$ cat config.mk
export PLATFORM = sky130hd
export DESIGN_NAME = compare_skip_branch_unit
export DESIGN_NICKNAME = d
export VERILOG_FILES = /design/src/include/csb_pkg.sv /design/src/compare_skip_branch_unit.sv /design/src/csb_sub_alu.sv
export SDC_FILE = /design/constraint.sdc
export NUM_CORES = 1
export LEC_CHECK = 0
export ABC_AREA = 0
export BUFFER_PORTS_ARGS = -buffer_cell sky130_fd_sc_hd__buf_2
export CORE_ASPECT_RATIO = 1.1
export CORE_MARGIN = 2
export CORE_UTILIZATION = 45
export DETAILED_ROUTE_END_ITERATION = 7
export GPL_TIMING_DRIVEN = 0
export PLACE_DENSITY = 0.7
export SLEW_MARGIN = 25
export SYNTH_ARGS = -nofsm -noshare
export SYNTH_HDL_FRONTEND = slang
export SYNTH_SLANG_ARGS = --single-unit
$ cat constraint.sdc
create_clock -name core_clk -period 5 [get_ports core_clk]
set_input_delay 0.5 -clock core_clk [delete_from_list [all_inputs] [get_ports core_clk]]
set_output_delay 0.5 -clock core_clk [all_outputs]
set_load 0.005 [all_outputs]
$ cat src/include/csb_pkg.sv
package csb_pkg;
  // Instruction selector codes presented by the decoder
  typedef enum logic [2:0] {
    op_none,
    cmp_imm_op,
    cmp_carry_op,
    skip_reg_bit_clear_op,
    skip_reg_bit_set_op,
    skip_io_bit_clear_op,
    skip_io_bit_set_op,
    branch_flag_set_op
  } op_t;

  // Status register bit positions
  localparam int unsigned FLAG_C = 0;
  localparam int unsigned FLAG_Z = 1;
  localparam int unsigned FLAG_N = 2;
  localparam int unsigned FLAG_V = 3;
  localparam int unsigned FLAG_S = 4;
  localparam int unsigned FLAG_H = 5;

  // Program counter steps, cycle counts, status reset value and program counter width
  localparam logic [1:0] SKIP_ONE_WORD = 2'h2;
  localparam logic [1:0] SKIP_TWO_WORD = 2'h3;
  localparam logic [1:0] CYC_SKIP_NONE = 2'h1;
  localparam logic [1:0] CYC_SKIP_ONE = 2'h2;
  localparam logic [1:0] CYC_SKIP_TWO = 2'h3;
  localparam logic [1:0] CYC_BR_TAKEN = 2'h2;
  localparam logic [7:0] STATUS_RESET = 8'h00;
  localparam int unsigned PC_WIDTH = 16;
endpackage

$ cat src/compare_skip_branch_unit.sv
`timescale 1ns/100ps
module compare_skip_branch_unit
  import csb_pkg::*;
#(
  parameter int unsigned PCW = PC_WIDTH
) (
  // Clock, reset, enable
  input wire logic core_clk,
  input wire logic srst,
  input wire logic clk_en,
  // Issued instruction
  input wire logic issue,
  input wire op_t op,
  input wire logic [7:0] dest_value,
  input wire logic [7:0] source_register,
  input wire logic [7:0] imm_value,
  input wire logic [7:0] io_value,
  input wire logic [2:0] bit_sel,
  input wire logic signed [6:0] br_offset,
  input wire logic next_is_two_word,
  input wire logic [PCW-1:0] pc_in,
  // Status register load from elsewhere in the core
  input wire logic status_load,
  input wire logic [7:0] status_in,
  // Results
  output logic busy,
  output logic done,
  output logic pc_load,
  output logic [PCW-1:0] pc_out,
  output logic [7:0] status_register
);
  typedef enum logic [1:0] {st_idle, st_wait} state_t;

  state_t state_r, state_nxt;
  logic [1:0] wait_r, wait_nxt;
  logic busy_r, busy_nxt, done_r, done_nxt, pc_load_r, pc_load_nxt;
  logic [PCW-1:0] pc_r, pc_nxt;
  logic [7:0] status_register_r, status_register_nxt;
  logic [7:0] diff;
  logic alu_c, alu_h, alu_v, alu_n;
  logic use_carry, test_bit, is_skip, skip_hit;
  logic [1:0] step, cycles;

  ////////////////////////////////////////////////////////////////////////////
  // Shared subtractor for both compares
  assign use_carry = (op == cmp_carry_op);
  csb_sub_alu u_alu (
    .minuend(dest_value),
    .subtrahend(use_carry ? source_register : imm_value),
    .borrow_in(use_carry & status_register_r[FLAG_C]),
    .diff(diff),
    .flag_c(alu_c),
    .flag_h(alu_h),
    .flag_v(alu_v),
    .flag_n(alu_n)
  );

  ////////////////////////////////////////////////////////////////////////////
  // Bit test selection and skip distance
  always_comb begin
    is_skip = (op == skip_reg_bit_clear_op) || (op == skip_reg_bit_set_op) ||
              (op == skip_io_bit_clear_op) || (op == skip_io_bit_set_op);
    test_bit = ((op == skip_io_bit_clear_op) || (op == skip_io_bit_set_op)) ? io_value[bit_sel]
                                                                           : source_register[bit_sel];
    // Clear variants skip on zero, set variants on one
    skip_hit = is_skip && (((op == skip_reg_bit_clear_op || op == skip_io_bit_clear_op) && !test_bit) ||
                           ((op == skip_reg_bit_set_op || op == skip_io_bit_set_op) && test_bit));
    step = next_is_two_word ? SKIP_TWO_WORD : SKIP_ONE_WORD;
    cycles = !skip_hit ? CYC_SKIP_NONE : (next_is_two_word ? CYC_SKIP_TWO : CYC_SKIP_ONE);
  end

  ////////////////////////////////////////////////////////////////////////////
  // Next-state logic; the result pulses when the last cycle ends
  always_comb begin
    state_nxt = state_r;
    wait_nxt = wait_r;
    busy_nxt = busy_r;
    done_nxt = 1'b0;
    pc_load_nxt = 1'b0;
    pc_nxt = pc_r;
    status_register_nxt = status_load ? status_in : status_register_r;
    case (state_r)
      st_idle: begin
        if (issue) begin
          if (op == cmp_imm_op || op == cmp_carry_op) begin
            status_register_nxt[FLAG_C] = alu_c;
            status_register_nxt[FLAG_H] = alu_h;
            status_register_nxt[FLAG_V] = alu_v;
            status_register_nxt[FLAG_N] = alu_n;
            // Carry compare keeps Z cleared unless the chained result is zero too
            status_register_nxt[FLAG_Z] = use_carry ? ((diff == 8'h00) & status_register_r[FLAG_Z]) : (diff == 8'h00);
            status_register_nxt[FLAG_S] = alu_n ^ alu_v;
            done_nxt = 1'b1;
          end else if (is_skip) begin
            // Flags are left to the load path only
            pc_nxt = skip_hit ? pc_in + PCW'(step) : pc_in + PCW'(1);
            pc_load_nxt = skip_hit;
            if (cycles == CYC_SKIP_NONE) begin
              done_nxt = 1'b1;
            end else begin
              state_nxt = st_wait;
              wait_nxt = cycles - 2'h1;
              busy_nxt = 1'b1;
              pc_load_nxt = 1'b0;
            end
          end else if (op == branch_flag_set_op) begin
            if (status_register_r[bit_sel]) begin
              pc_nxt = pc_in + PCW'(signed'(br_offset)) + PCW'(1);
              state_nxt = st_wait;
              wait_nxt = CYC_BR_TAKEN - 2'h1;
              busy_nxt = 1'b1;
            end else begin
              pc_nxt = pc_in + PCW'(1);
              done_nxt = 1'b1;
            end
          end
        end
      end
      st_wait: begin
        wait_nxt = wait_r - 2'h1;
        if (wait_r == 2'h1) begin
          state_nxt = st_idle;
          busy_nxt = 1'b0;
          done_nxt = 1'b1;
          pc_load_nxt = 1'b1;
        end
      end
      default: state_nxt = st_idle;
    endcase
  end

  ////////////////////////////////////////////////////////////////////////////
  // Registers; enable low freezes everything
  always_ff @(posedge core_clk) begin
    if (srst) begin
      state_r <= st_idle;
      wait_r <= 2'h0;
      busy_r <= 1'b0;
      done_r <= 1'b0;
      pc_load_r <= 1'b0;
      pc_r <= '0;
      status_register_r <= STATUS_RESET;
    end else if (clk_en) begin
      state_r <= state_nxt;
      wait_r <= wait_nxt;
      busy_r <= busy_nxt;
      done_r <= done_nxt;
      pc_load_r <= pc_load_nxt;
      pc_r <= pc_nxt;
      status_register_r <= status_register_nxt;
    end
  end

  assign busy = busy_r;
  assign done = done_r;
  assign pc_load = pc_load_r;
  assign pc_out = pc_r;
  assign status_register = status_register_r;

  ////////////////////////////////////////////////////////////////////////////
  // Checks
  a_skip_no_flags: assert property (@(posedge core_clk) disable iff (srst)
    (clk_en && state_r == st_idle && issue && is_skip && !status_load) |=> $stable(status_register_r))
    else $error("skip altered status");
  a_skip_two_word: assert property (@(posedge core_clk) disable iff (srst)
    (clk_en && state_r == st_idle && issue && skip_hit && next_is_two_word) |=>
      (pc_r == $past(pc_in) + PCW'(3)))
    else $error("two-word skip wrong pc");
  a_skip_one_word: assert property (@(posedge core_clk) disable iff (srst)
    (clk_en && state_r == st_idle && issue && skip_hit && !next_is_two_word) |=>
      (pc_r == $past(pc_in) + PCW'(2)))
    else $error("one-word skip wrong pc");
  // Done shows in the cycle after the third enabled edge, so the check sits one edge later
  a_skip_three_cyc: assert property (@(posedge core_clk) disable iff (srst)
    (clk_en && state_r == st_idle && issue && skip_hit && next_is_two_word) ##1 clk_en[*2] |=> done_r)
    else $error("two-word skip not three cycles");
  a_skip_no_hit: assert property (@(posedge core_clk) disable iff (srst)
    (clk_en && state_r == st_idle && issue && is_skip && !skip_hit) |=> (done_r && !pc_load_r))
    else $error("unskipped test misbehaved");
  a_io_clear_skip: assert property (@(posedge core_clk) disable iff (srst)
    (clk_en && state_r == st_idle && issue && op == skip_io_bit_clear_op && !io_value[bit_sel]) |=> busy_r)
    else $error("io clear test did not skip");
  a_io_set_skip: assert property (@(posedge core_clk) disable iff (srst)
    (clk_en && state_r == st_idle && issue && op == skip_io_bit_set_op && io_value[bit_sel]) |=> busy_r)
    else $error("io set test did not skip");
  a_cmp_single_cyc: assert property (@(posedge core_clk) disable iff (srst)
    (clk_en && state_r == st_idle && issue && op == cmp_imm_op) |=> (done_r && !pc_load_r && !busy_r))
    else $error("compare not single cycle");
  a_cmp_zero_flag: assert property (@(posedge core_clk) disable iff (srst)
    (clk_en && state_r == st_idle && issue && op == cmp_imm_op && !status_load) |=>
      (status_register_r[FLAG_Z] == ($past(dest_value) == $past(imm_value))))
    else $error("compare zero flag wrong");
  a_cmp_carry_flag: assert property (@(posedge core_clk) disable iff (srst)
    (clk_en && state_r == st_idle && issue && op == cmp_carry_op && !status_load) |=>
      (status_register_r[FLAG_C] == ({1'b0, $past(dest_value)} <
        {1'b0, $past(source_register)} + 9'($past(status_register_r[FLAG_C])))))
    else $error("compare carry flag wrong");
  a_branch_taken: assert property (@(posedge core_clk) disable iff (srst)
    (clk_en && state_r == st_idle && issue && op == branch_flag_set_op && status_register_r[bit_sel]) ##1 clk_en
      |=> (pc_load_r && done_r))
    else $error("taken branch not two cycles");
  a_branch_untaken: assert property (@(posedge core_clk) disable iff (srst)
    (clk_en && state_r == st_idle && issue && op == branch_flag_set_op && !status_register_r[bit_sel]) |=> (done_r && !pc_load_r))
    else $error("untaken branch wrong");
  a_branch_no_flags: assert property (@(posedge core_clk) disable iff (srst)
    (clk_en && state_r == st_idle && issue && op == branch_flag_set_op && !status_load) |=> $stable(status_register_r))
    else $error("branch altered status");

  // Main scenarios, including an offer refused while busy
  c_skip_two: cover property (@(posedge core_clk) issue && skip_hit && next_is_two_word && state_r == st_idle);
  c_skip_one: cover property (@(posedge core_clk) issue && skip_hit && !next_is_two_word && state_r == st_idle);
  c_branch: cover property (@(posedge core_clk) issue && op == branch_flag_set_op && status_register_r[bit_sel]);
  c_compare: cover property (@(posedge core_clk) issue && op == cmp_carry_op);
  c_refused: cover property (@(posedge core_clk) issue && busy_r);
endmodule // compare_skip_branch_unit

$ cat src/csb_sub_alu.sv
`timescale 1ns/100ps
// Eight-bit subtract with borrow-in, producing compare flags
module csb_sub_alu
  import csb_pkg::*;
(
  // Operands
  input wire logic [7:0] minuend,
  input wire logic [7:0] subtrahend,
  input wire logic borrow_in,
  // Results
  output logic [7:0] diff,
  output logic flag_c,
  output logic flag_h,
  output logic flag_v,
  output logic flag_n
);
  logic [8:0] full;
  logic [4:0] low;

  // Widened subtraction exposes the borrows
  always_comb begin
    full = {1'b0, minuend} - {1'b0, subtrahend} - {8'h00, borrow_in};
    low = {1'b0, minuend[3:0]} - {1'b0, subtrahend[3:0]} - {4'h0, borrow_in};
    diff = full[7:0];
    flag_c = full[8];
    flag_h = low[4];
    flag_n = full[7];
    flag_v = (minuend[7] & ~subtrahend[7] & ~full[7]) | (~minuend[7] & subtrahend[7] & full[7]);
  end
endmodule // csb_sub_alu

==> impl_metrics.ini <==
[critical_path]
endpoint_kind = flip-flop
worstPathCellList = buf_2 > nor3b_1 > clkbuf_1 > mux2_2 > fa_1 > inv_1 > ha_1 > nand2_1 > a21boi_0 > o21ai_0 > a2111oi_0 > a211oi_2 > mux2i_1 > a2111oi_0 > a31o_2
crit_type = in -> reg
crit_arrival_ps = 4400
cp_common_cell = a2111oi_0
cp_slowest_stage_delay_ps = 540
rr_startpoint = status_register[0]$_SDFFE_PP0P_
start_kind = input pin
worst-path-buf-inv = 3
critPathRequiredTime_ps = 5240
cp_slowest_cell = a2111oi_0
crit_family = compound AO/OA/AOI/OAI gates
critPathLaunch = op[0]
crit_path_max_fanout = 10

[clock_network]
cts_made_buffers = 5
htree_num_levels = 2
clkTransAtPathRegs_ps = 80
ctsRootBufferMaster = clkbuf_8
ctsResizeCount = 0
post-cts-setup-buffer-count = 0
cts_hold_buf = 0
insertion_delay_ps = 290
cts_tree = done
clock-sinks = 29
clockBufferDepth = 2

[worst_hold_path]
min_path_type = reg -> reg
min-delay-start = pc_out[14]$_SDFFE_PP0P_

[run]
drv_cap = 0

[logic_synthesis]
synth_top_area_frac = 0.155
synth_cell_types = 67
synthFlopType = dfxtp_1
netlist_area_mm2 = 0.00375
syn-instance-count = 481
synthArstFlopShare = 0
yosys_register_bits = 29
ys_top_cells_by_area = dfxtp_1 15%, ha_1 11%, xnor2_1 6.1%
yosys_warnings = 0
synth-edff-count = 0
yosysSeqAreaShare = 0.155
synth_nets = 593
synth.avg_cell_area_um2 = 7.80
yosys.area.top_type = dfxtp_1

[place]
dp_cells = 683
finalWeightedCongestion = 0.931
dp_hpwl_um = 8570
io_buffers = 94

[power_and_ir_drop]
ir_worst_vdd_v = 0.0000968
p_per_area_mw_per_mm2 = 194
cellLeakagePower_nw = 1.98

[final_layout]
fill_cells = 796
stdcell_count = 691
drive_gt1_frac = 0.242
area_growth_syn_to_layout_pct = 18.7
antennaDiodeCount = 0
final_net_count = 694

[global_routing]
grt_use_total = 0.239
grt_max_degree = 12
first_global_vias = 3757
grt_overflow = 0
grt_pass1_wl_um = 17700
antenna_found_initial = 0

[route]
drtIter0Drc = 194
drt-pass1-iter-count = 5
viasPerCell = 5.64
wl_per_cell_um = 15.5
vias = 3895
routed_wl_um = 10700
antenna_left = 0
drc = 0

[timing]
rsz0062_at_grt = false
hold_violations = 0
relSlewSlack = 0.358
clock_skew_ps = 7.57
drv_slew = 0
period_share = 0.833
min_period_ps = 4160
setup_violations = 0
max_freq_mhz = 240
setup_tns_ps = 0
tightest_slew_ps = 936

[die]
core-area_mm2 = 0.00800
dieWidth_um = 91.1
pin_count = 102
start_util = 0.469
num_rows = 34
die-area_mm2 = 0.00908
die_y_um = 99.8

[outcome]
outcome = finished clean
==> sequential cells by signal, summed over array words and instances, names as in the netlist <==
name,flops
wait_r,2
pc_out,16
pc_load,1
done,1
status_register,8
busy,1
==> metal layers <==
layer / GRT usage / wire length (um) / vias up
met5: 0 / 0 / -
met4: 0.0967 / 256 / 0
met3: 0.0333 / 753 / 22
met2: 0.419 / 5130 / 185
met1: 0.296 / 4610 / 1748
li1: - / - / 1940
==> path summary, 6_finish.rpt <==
check	endpoint	slack (ps)	cells after the start
hold reg to reg	pc_out[14]$_SDFFE_PP0P_	450	2
setup / recovery	status_register[3]$_SDFFE_PP0P_	840	15
hold / removal	pc_out[14]$_SDFFE_PP0P_	450	2
setup reg to reg	status_register[3]$_SDFFE_PP0P_	1810	12
==> synthesized netlist by cell type, drive strengths merged, types with 3 or more instances <==
master / n
o211ai: 11
dfxtp: 29
nand2: 48
a211oi: 8
nor3: 12
ha: 34
nor3b: 6
mux4: 6
and3: 6
mux2: 11
nand3: 15
o21ai: 31
nand2b: 12
and2: 3
xnor2: 26
a31oi: 6
o21bai: 4
nand4: 4
clkbuf: 8
a21oi: 25
nor2: 42
inv: 38
a21o: 6
xor2: 18
buf: 12
o2111ai: 4
fa: 3
a21boi: 3
nand3b: 5
a2111oi: 3
mux2i: 10
o221ai: 4
o21a: 4
a311oi: 3
==> layout make-up <==
cell class | instances | area (um2) | area share
Sequential cell | 29 | 581 | 0.130
Buffer | 20 | 136 | 0.0306
Multi-Input combinational cell | 394 | 2900 | 0.650
Clock buffer | 5 | 68.8 | 0.0155
Clock inverter | 3 | 22.5 | 0.00506
Timing Repair Buffer | 94 | 470 | 0.106
Tap cell | 108 | 135 | 0.0303
Inverter | 38 | 143 | 0.0320
==> power breakdown <==
group,switching (mW),internal (mW)
logic,0.222,0.178
registers,0.00995,0.246
clock network,0.110,0.0976
==> cells in the final DEF (no fill, tap or decap), drive strengths merged, types with 12 or more instances in the layout <==
master / netlist / layout
dfxtp: 29 / 29
nand3: 15 / 15
o21ai: 31 / 31
ha: 34 / 34
nand2: 48 / 48
inv: 38 / 38
nor3: 12 / 12
nand2b: 12 / 12
xor2: 18 / 18
buf: 12 / 106
xnor2: 26 / 26
clkbuf: 8 / 13
a21oi: 25 / 25
nor2: 42 / 42
==> tightest hold or removal path, cell delays in order (launching register included) <==
cell     delay [ps]
dfxtp_1         320
nand2_1          50
o21ai_1          50
==> kinds of logic after synthesis <==
| kind of cell | share of synthesized area |
|---|---|
| flip-flops | 0.155 |
| XOR/XNOR | 0.103 |
| adder cells (fa/ha/maj) | 0.129 |
| AND/OR/NAND/NOR | 0.212 |
| multiplexers | 0.104 |
| AO/OA/AOI/OAI | 0.223 |
| buffers and inverters | 0.0744 |
==> stage by stage <==
step                 util  hold WS (ps)  setup slack [ps]  power (mW)  cell area [um2]
floorplan               -           443              1190       0.537             3750
global placement    0.545           434               698       0.648             4360
detailed placement  0.545           440               599       0.654             4360
CTS                 0.556           448               850       0.864             4450
global route        0.557           469               450       0.928             4450
finish              0.557           450               836       0.863             4450
(Power assumes the default switching activity.)
